===== src/rtl/ddo_regs.svh =====
`ifndef DDO_REGS_SVH
`define DDO_REGS_SVH

// ----------------------------------------
// Line and address geometry
// ----------------------------------------
`define DDO_ADDR_W        32
`define DDO_LINE_OFS_W    6
`define DDO_CHAN_DATA_W   64
`define DDO_ROW_W_MAX     14
`define DDO_COL_W         10
`define DDO_BANK_W_MAX    3
`define DDO_LINE_BYTES    64

// ----------------------------------------
// Rank capacity encodings, in 64-byte lines
// ----------------------------------------
// 256 MB = 2^22 lines, 512 MB = 2^23, 1 GB = 2^24
`define DDO_LINES_256M    32'h0040_0000
`define DDO_LINES_512M    32'h0080_0000
`define DDO_LINES_1G      32'h0100_0000

// ----------------------------------------
// Module type codes
// ----------------------------------------
`define DDO_MOD_SS_X16    2'h0
`define DDO_MOD_SS_X8     2'h1
`define DDO_MOD_DS_X8     2'h2

// ----------------------------------------
// Decode field widths
// ----------------------------------------
`define DDO_ROW_X16       4'hd
`define DDO_ROW_X8        4'he
`define DDO_BANKS_512M    2'h2
`define DDO_BANKS_1G      2'h3
`define DDO_PAGE_BYTES    16'h2000

`endif


===== src/rtl/ddo_pkg.sv =====
package ddo_pkg;

    typedef enum logic [2:0] {
        DDO_ORG_NONE = 3'b000,
        DDO_ORG_SINGLE = 3'b001,
        DDO_ORG_SYM = 3'b010,
        DDO_ORG_ASYM = 3'b100
    } ddo_org_e;

    typedef enum logic [2:0] {
        DDO_CH_IDLE = 3'b001,
        DDO_CH_BUSY = 3'b010,
        DDO_CH_DONE = 3'b100
    } ddo_chst_e;

    // Population of one channel, one DIMM at most
    typedef struct packed {
        logic       present;
        logic [1:0] modType;
        logic       gigabit;
    } ddo_dimm_s;

    // Host cache-line request
    typedef struct packed {
        logic        write;
        logic [25:0] line;
        logic [3:0]  tag;
    } ddo_req_s;

    // Per-channel DRAM address
    typedef struct packed {
        logic        write;
        logic        rank;
        logic [2:0]  bank;
        logic [13:0] row;
        logic [9:0]  col;
        logic [3:0]  tag;
    } ddo_cmd_s;

endpackage : ddo_pkg


===== src/rtl/ddo_organizer.sv =====
`timescale 1ns/1ps
`default_nettype none
`include "ddo_regs.svh"

// Notes on behaviour
// [RULE1] Two independent 64-bit DDR2 channels, one DIMM each.
// [RULE2] One unbuffered non-ECC DIMM per channel; no check bits handled.
// [RULE3] Requests are whole 64-byte cache lines.
// [RULE4] Single organization sends every cycle to the populated channel.
// [RULE5] Single chosen when only one channel, either one, is populated.
// [RULE6] Symmetric organization alternates channels every 64-byte line.
// [RULE7] Request to idle opposite channel issues before first data returns.
// [RULE8] Symmetric: two consecutive lines fetched at once, one per channel.
// [RULE9] Symmetric chosen for equal capacities, whatever device type or width.
// [RULE10] Asymmetric fills channel 0 fully, then channel 1 from bottom.
// [RULE11] Asymmetric chosen when both populated with different capacity.
// [RULE12] Interface runs at 667 or 800 transfers per pin rates.
// [RULE13] 512 megabit and 1 gigabit device densities supported.
// [RULE14] Single-sided x16, single-sided x8, double-sided x8 modules supported.
// [RULE15] Decode 13/10 or 14/10 row/col, 4 or 8 banks, 8K page.
// [RULE16] Symmetric channel bit is lowest line address bit above offset.
module ddo_organizer #(
    parameter int LINE_W = 26
) (
    // Clock and reset
    input  wire logic             core_clk,
    input  wire logic             sys_rst,
    input  wire logic             clkEn,
    // Population straps and rate select
    input  wire ddo_pkg::ddo_dimm_s dimm0,
    input  wire ddo_pkg::ddo_dimm_s dimm1,
    input  wire logic             rate800,
    input  wire logic             cfgLoad,
    // Host request side
    input  wire logic             reqValid,
    input  wire ddo_pkg::ddo_req_s  req,
    output logic                  reqReady,
    output logic                  reqErr,
    // Channel command side
    output logic [1:0]            chCmdValid,
    output ddo_pkg::ddo_cmd_s       chCmd0,
    output ddo_pkg::ddo_cmd_s       chCmd1,
    input  wire logic [1:0]       chCmdReady,
    input  wire logic [1:0]       chDone,
    // Status
    output ddo_pkg::ddo_org_e       org,
    output logic                  rateIs800,
    output logic [1:0]            chBusy
);

    // ----------------------------------------
    // Helpers
    // ----------------------------------------
    // Capacity of one DIMM in cache lines
    function automatic logic [31:0] dimmLines(input ddo_pkg::ddo_dimm_s d);
        logic [31:0] r;
        r = 32'h0;
        if (d.present) begin
            case (d.modType)
                `DDO_MOD_SS_X16: r = d.gigabit ? `DDO_LINES_512M : `DDO_LINES_256M;
                `DDO_MOD_SS_X8: r = d.gigabit ? `DDO_LINES_1G : `DDO_LINES_512M;
                `DDO_MOD_DS_X8: r = d.gigabit ? (`DDO_LINES_1G << 1) : `DDO_LINES_1G;
                default: r = 32'h0; // Unsupported module left unused, see [RULE14]
            endcase
        end
        return r;
    endfunction : dimmLines

    // Split a channel-local line index into rank, bank, row, col (see [RULE15])
    function automatic ddo_pkg::ddo_cmd_s decode(input ddo_pkg::ddo_dimm_s d,
                                                 input logic [31:0] loc,
                                                 input ddo_pkg::ddo_req_s r);
        ddo_pkg::ddo_cmd_s c;
        logic [31:0]       a;
        logic [3:0]        rowW;
        logic [1:0]        bankW;
        c = '0;
        // Byte address within channel; 8-byte bus word selects the column
        a = loc << `DDO_LINE_OFS_W;
        rowW = (d.modType == `DDO_MOD_SS_X16) ? `DDO_ROW_X16 : `DDO_ROW_X8;
        bankW = d.gigabit ? `DDO_BANKS_1G : `DDO_BANKS_512M;
        c.col = a[12:3]; // 8K page across the 64-bit rank, see [RULE15]
        c.bank = (bankW == `DDO_BANKS_1G) ? a[15:13] : {1'b0, a[14:13]};
        if (bankW == `DDO_BANKS_1G) begin
            c.row = (rowW == `DDO_ROW_X16) ? {1'b0, a[28:16]} : a[29:16];
            c.rank = (d.modType == `DDO_MOD_DS_X8) ? a[30] : 1'b0;
        end else begin
            c.row = (rowW == `DDO_ROW_X16) ? {1'b0, a[27:15]} : a[28:15];
            c.rank = (d.modType == `DDO_MOD_DS_X8) ? a[29] : 1'b0;
        end
        c.write = r.write;
        c.tag = r.tag;
        return c;
    endfunction : decode

    // ----------------------------------------
    // Organization selection
    // ----------------------------------------
    ddo_pkg::ddo_dimm_s dimm0_ff;
    ddo_pkg::ddo_dimm_s dimm1_ff;
    logic [31:0]        cap0_ff;
    logic [31:0]        cap1_ff;
    logic               single1_ff;

    // Straps latched by a clocked load, never by the reset itself
    always_ff @(posedge core_clk or posedge sys_rst) begin
        if (sys_rst) begin
            org <= ddo_pkg::DDO_ORG_NONE;
            dimm0_ff <= '0;
            dimm1_ff <= '0;
            cap0_ff <= 32'h0;
            cap1_ff <= 32'h0;
            single1_ff <= 1'b0;
            rateIs800 <= 1'b0;
        end else if (clkEn && cfgLoad) begin
            dimm0_ff <= dimm0;
            dimm1_ff <= dimm1;
            cap0_ff <= dimmLines(dimm0);
            cap1_ff <= dimmLines(dimm1);
            single1_ff <= (dimmLines(dimm0) == 32'h0);
            rateIs800 <= rate800; // 800 when set, else 667, see [RULE12]
            if ((dimmLines(dimm0) != 32'h0) && (dimmLines(dimm1) != 32'h0)) begin
                if (dimmLines(dimm0) == dimmLines(dimm1)) begin
                    org <= ddo_pkg::DDO_ORG_SYM; // see [RULE9]
                end else begin
                    org <= ddo_pkg::DDO_ORG_ASYM; // see [RULE11]
                end
            end else if ((dimmLines(dimm0) != 32'h0) || (dimmLines(dimm1) != 32'h0)) begin
                org <= ddo_pkg::DDO_ORG_SINGLE; // see [RULE5]
            end else begin
                org <= ddo_pkg::DDO_ORG_NONE;
            end
        end
    end

    // ----------------------------------------
    // Steering
    // ----------------------------------------
    logic        tgtCh;
    logic [31:0] locLine;
    logic        inRange;
    logic [31:0] lineW;

    always_comb begin
        lineW = 32'(req.line);
        tgtCh = 1'b0;
        locLine = lineW;
        inRange = 1'b0;
        case (org)
            ddo_pkg::DDO_ORG_SINGLE: begin
                tgtCh = single1_ff; // see [RULE4]
                locLine = lineW;
                inRange = lineW < (single1_ff ? cap1_ff : cap0_ff);
            end
            ddo_pkg::DDO_ORG_SYM: begin
                tgtCh = lineW[0]; // see [RULE6] [RULE16]
                locLine = lineW >> 1;
                inRange = (lineW >> 1) < cap0_ff;
            end
            ddo_pkg::DDO_ORG_ASYM: begin
                tgtCh = lineW >= cap0_ff; // see [RULE10]
                locLine = (lineW >= cap0_ff) ? (lineW - cap0_ff) : lineW;
                inRange = lineW < (cap0_ff + cap1_ff);
            end
            default: begin
                tgtCh = 1'b0;
                locLine = lineW;
                inRange = 1'b0;
            end
        endcase
    end

    // ----------------------------------------
    // Per-channel issue and tracking
    // ----------------------------------------
    ddo_pkg::ddo_chst_e chSt_ff [2];
    logic               take;
    logic [1:0]         cmdFree;

    // Each channel owns one outstanding line; the other stays free, see [RULE7] [RULE8]
    assign cmdFree[0] = (chSt_ff[0] == ddo_pkg::DDO_CH_IDLE) && !chCmdValid[0];
    assign cmdFree[1] = (chSt_ff[1] == ddo_pkg::DDO_CH_IDLE) && !chCmdValid[1];
    assign take = reqValid && reqReady;

    // Judged on the held request's own channel, so the opposite one takes a line
    // while the first is out; host holds valid and request until taken, see [RULE7] [RULE8]
    always_ff @(posedge core_clk or posedge sys_rst) begin
        if (sys_rst) begin
            reqReady <= 1'b0;
        end else if (clkEn) begin
            reqReady <= reqValid && (org != ddo_pkg::DDO_ORG_NONE) && !take && (!inRange || cmdFree[tgtCh]);
        end
    end

    always_ff @(posedge core_clk or posedge sys_rst) begin
        if (sys_rst) begin
            reqErr <= 1'b0;
        end else if (clkEn) begin
            reqErr <= take && !inRange;
        end
    end

    always_ff @(posedge core_clk or posedge sys_rst) begin
        if (sys_rst) begin
            chCmdValid <= 2'b00;
            chCmd0 <= '0;
            chCmd1 <= '0;
        end else if (clkEn) begin
            for (int i = 0; i < 2; i++) begin
                if (chCmdValid[i] && chCmdReady[i]) begin
                    chCmdValid[i] <= 1'b0;
                end
            end
            if (take && inRange) begin
                chCmdValid[tgtCh] <= 1'b1; // 64-bit channel, see [RULE1] [RULE3]
                if (tgtCh) begin
                    chCmd1 <= decode(dimm1_ff, locLine, req); // see [RULE2] [RULE13]
                end else begin
                    chCmd0 <= decode(dimm0_ff, locLine, req);
                end
            end
        end
    end

    always_ff @(posedge core_clk or posedge sys_rst) begin
        if (sys_rst) begin
            chSt_ff[0] <= ddo_pkg::DDO_CH_IDLE;
            chSt_ff[1] <= ddo_pkg::DDO_CH_IDLE;
            chBusy <= 2'b00;
        end else if (clkEn) begin
            for (int i = 0; i < 2; i++) begin
                case (chSt_ff[i])
                    ddo_pkg::DDO_CH_IDLE: begin
                        if (take && inRange && (tgtCh == 1'(i))) begin
                            chSt_ff[i] <= ddo_pkg::DDO_CH_BUSY;
                            chBusy[i] <= 1'b1;
                        end
                    end
                    ddo_pkg::DDO_CH_BUSY: begin
                        if (chDone[i]) begin
                            chSt_ff[i] <= ddo_pkg::DDO_CH_DONE;
                        end
                    end
                    ddo_pkg::DDO_CH_DONE: begin
                        chSt_ff[i] <= ddo_pkg::DDO_CH_IDLE;
                        chBusy[i] <= 1'b0;
                    end
                    default: begin
                        chSt_ff[i] <= ddo_pkg::DDO_CH_IDLE;
                        chBusy[i] <= 1'b0;
                    end
                endcase
            end
        end
    end

endmodule : ddo_organizer

`default_nettype wire


===== config.mk =====
export PLATFORM = sky130hd
export DESIGN_NAME = ddo_organizer
export DESIGN_NICKNAME = d
export VERILOG_FILES = /design/src/rtl/ddo_pkg.sv /design/src/rtl/ddo_organizer.sv
export VERILOG_INCLUDE_DIRS = /design/src /design/src/rtl
export SDC_FILE = /design/constraint.sdc
export NUM_CORES = 1
export LEC_CHECK = 0
export BUFFER_PORTS_ARGS = -buffer_cell sky130_fd_sc_hd__buf_2
export CORE_MARGIN = 2
export CORE_UTILIZATION = 49
export DETAILED_ROUTE_END_ITERATION = 8
export PLACE_DENSITY = 0.77
export SETUP_SLACK_MARGIN = 0.4
export SYNTH_ARGS = -nofsm -noshare
export SYNTH_HDL_FRONTEND = slang
export SYNTH_SLANG_ARGS = --single-unit

===== constraint.sdc =====
create_clock -name core_clk -period 2.8 [get_ports core_clk]
set_input_delay 0.42 -clock core_clk [delete_from_list [all_inputs] [get_ports core_clk]]
set_output_delay 0.42 -clock core_clk [all_outputs]
set_load 0.02 [all_outputs]

==> impl_metrics.sql <==
INSERT INTO impl_metrics (metric_group, metric, value, unit) VALUES
('critical_path', 'critPathLaunchType', 'flop', ''),
('synth', 'synth_simple_gate_area_share', '0.147', ''),
('placed_design', 'dp_hpwl', '9.31', 'mm'),
('synth', 'async_reset_ff_frac', '1.00', ''),
('clock_network', 'worst_skew_pair.late_latency', '0.36', 'ns'),
('sta', 'setup-violations-final', '0', ''),
('placed_design', 'io_buffers', '118', ''),
('global_routing', 'grt_antenna_before_repair', '0', ''),
('critical_path', 'cp.required', '3.06', 'ns'),
('floorplanning', 'die_width', '107', 'um'),
('detailed_routing', 'route.final.wire_length', '14.4', 'mm'),
('critical_path', 'r2r_slack', '0.15', 'ns'),
('detailed_routing', 'vias', '4578', ''),
('critical_path', 'rr_worst_depth', '10', ''),
('power', 'leakage', '0.00333', 'uW'),
('clock_network', 'clock_tree_root_buffer_cell', 'clkbuf_8', ''),
('floorplanning', 'chipHeight', '107', 'um'),
('synth', 'synth.top_cell.area_share', '0.428', ''),
('floorplanning', 'io_pins', '125', ''),
('clock_network', 'cts_tree', 'built', ''),
('synth', 'post-synth-top-area-cell', 'dfrtp_1', ''),
('global_routing', 'grt_first_pass_wirelength', '22.3', 'mm'),
('detailed_routing', 'detail_route.wl_per_cell', '18.4', 'um'),
('synth', 'synth_cell_type_count', '61', ''),
('floorplanning', 'initial_utilization', '0.504', ''),
('status', 'run_status', 'complete, no violations', ''),
('sta', 'hold_viol', '0', ''),
('sta', 'drv_slew', '0', ''),
('cells_and_area', 'layout_cells_sized_above_1', '0.437', ''),
('sta', 'worst_slew_margin_rel', '0.355', ''),
('critical_path', 'critPathSlowestCell', 'dfrtp_2', ''),
('cells_and_area', 'final_core_utilization', '0.658', ''),
('synth', 'synth_top_cells_by_area', 'dfrtp_1 (43%), mux2_2 (8.2%), nand2_1 (4.3%), ha_1 (4.1%), mux2i_1 (3.8%)', ''),
('synth', 'synth.avg_cell_area', '10.1', 'um2'),
('cells_and_area', 'antenna-diode-count', '0', ''),
('synth', 'adder_cell_fraction_of_synth_area', '0.0486', ''),
('sta', 'clock_skew', '0.0156', 'ns'),
('sta', 'final.min_clock_period', '2.65', 'ns'),
('clock_network', 'max-clock-path-buffers', '2', ''),
('synth', 'seq_area_frac_synth', '0.438', ''),
('synth', 'synth_edf_count', '0', ''),
('global_routing', 'vias_in_the_first_global_route', '4428', ''),
('flow_run', 'timing.max_cap.violations', '0', ''),
('cells_and_area', 'nets', '710', ''),
('synth', 'synth_top_family_by_area', 'multiplexers', ''),
('power', 'vdd_ir_drop_max', '0.354', 'mV'),
('clock_network', 'clk_pin_slew', '0.09', 'ns'),
('cells_and_area', 'fillerInstances', '781', ''),
('floorplanning', 'row_count', '37', ''),
('sta', 'final.period_utilization', '0.946', ''),
('clock_network', 'numClockSinks', '91', ''),
('synth', 'synthesis.yosys.warnings', '0', ''),
('clock_network', 'ctsHoldBuffers', '0', ''),
('critical_path', 'setup.worst_path.end_class', 'flop', ''),
('global_routing', 'grt_max_degree', '68', ''),
('clock_network', 'tritoncts.num_buffers', '9', ''),
('detailed_routing', 'firstDrtPassIters', '5', ''),
('critical_path', 'timing.critical_path.arrival', '2.91', 'ns'),
('sta', 'tns', '0', 'ns'),
('critical_path', 'worstPathCellList', 'buf_4 -> inv_2 -> ha_1 -> and4bb_1 -> nand4_1 -> o21a_2 -> or2_4 -> o21ai_1 -> o22ai_1 -> o41ai_4', ''),
('synth', 'synthFlopType', 'dfrtp_1', ''),
('critical_path', 'timing.rr.start', 'cap0_ff[23]', ''),
('detailed_routing', 'detailedRoute.firstIterationViolations', '286', ''),
('cells_and_area', 'final_standard_cell_count_with_taps_included_and_fillers_excluded', '783', ''),
('placed_design', 'placed_cells_incl_taps', '746', ''),
('sta', 'achievable-frequency', '378', 'MHz'),
('floorplanning', 'core_area', '10300', 'um2'),
('sta', 'worstMarginPinSlew', '0.967', 'ns'),
('floorplanning', 'die_area', '11500', 'um2'),
('sta', 'holdWs', '0.106', 'ns'),
('synth', 'synth_compound_area_frac', '0.132', '');
-- cells in the final DEF, fill, tap and decap left out, types with 6 or more instances in the layout --
cell type  synthesis  layout
buf_2              8     118
dfrtp_1           89      86
nand2_1           60      46
nor2_1            41      39
mux2_2            38      38
a21oi_1           31      28
mux2i_1           20      20
o21ai_0           31      19
o21ai_2            0      13
nand2b_1          12      12
mux2_4            11      11
ha_1              17      11
buf_4              9      11
o21ai_1           12      10
mux2_1            10      10
clkbuf_8           0      10
buf_6              1       8
inv_1             10       7
nand2_4            0       7
nand2_2            0       7
buf_12             1       7
nor4_1             6       6
nand3b_1           6       6
nor3_1             6       6
conb_1             1       6
-- report_power, final --
group | leakage (uW) | internal [uW] | switching, uW
combinational | 0.00203 | 562 | 773
clock | 0.0000995 | 445 | 494
sequential | 0.00121 | 1550 | 227
total | 0.00333 | 2560 | 1490
-- cells in the mapped netlist, types with 11 or more instances --
cell / number
o21ai_1: 12
nand2b_1: 12
mux2i_1: 20
mux2_2: 38
a21oi_1: 31
nor2_1: 41
o21ai_0: 31
nand2_1: 60
ha_1: 17
mux2_4: 11
clkbuf_1: 18
dfrtp_1: 89
-- critical path, delay by kind of cell (launching register included) --
| kind | cells | cell delay [ns] |
|---|---|---|
| and+or+nand+nor | 3 | 0.62 |
| adders and majority gates | 1 | 0.28 |
| DFF | 1 | 0.43 |
| AOI/OAI and AO/OA | 4 | 1.05 |
| buffers and inverters | 2 | 0.19 |
-- area by class of cell --
cell class,count,area share
sequential,91,0.336
tap,136,0.0250
multi-input combinational,379,0.445
inverter,11,0.00663
timing repair buffer,150,0.157
clock inverter,6,0.0105
clock buffer,10,0.0203
-- per-stage QoR --
step	cell area [um2]	total power, uW	worst slack (ns)
global route	6790	4250	0.0789
CTS	6500	3960	0.174
finish	6790	4050	0.152
global placement	5920	2910	0.0954
detailed placement	5920	2960	0.00572
floorplan	5250	2520	0.167
-- flip-flops by register name, indices dropped and copies added (netlist names) --
register    flops
cap0_ff         4
cap1_ff         4
chBusy          2
chCmd0         30
chCmd1         30
chCmdValid      2
chSt_ff         6
dimm0_ff        3
dimm1_ff        3
org             3
rateIs800       1
reqErr          1
reqReady        1
single1_ff      1
-- what timing repair did --
action | CTS | global route
cloned | 5 | 1
resized for setup | 41 | 52
pin swaps | 11 | 20
setup buffers | 9 | 6
endpoints found under the setup margin | 69 | 70
-- how the worst max path moves through the flow --
| stage | end | startpoint | slack (ns) | depth (start not counted) |
|---|---|---|---|---|
| 5_1_grt | chCmd0[27] | cap0_ff[22] | 0.08 | 12 |
| 6_report | chCmd0[31] | cap0_ff[23] | 0.15 | 10 |
| 3_5_place_dp | chCmd0[10] | req[26] | 0.006 | 12 |
| 4_1_cts | chCmd1[3] | cap0_ff[23] | 0.17 | 11 |
| 3_3_place_gp | chCmd0[2] | req[26] | 0.1 | 12 |
| 2_1_floorplan | chCmd1[13] | cap0_ff[22] | 0.17 | 11 |
-- logic make-up after synthesis --
family,Yosys count
and+or+nand+nor,156
AOI/OAI and AO/OA,112
DFF,91
muxes,79
buffers and inverters,48
adders and majority gates,19
xor gates and xnor gates,7
other,1
-- routing by layer --
layer	global-route usage	vias up	part of all wire
li1	-	2080	-
met1	0.319	2274	0.41
met2	0.420	191	0.50
met3	0.0353	33	0.062
met4	0.0714	0	0.024
met5	0	-	0
No activity file was read; power rests on OpenSTA's default activity.
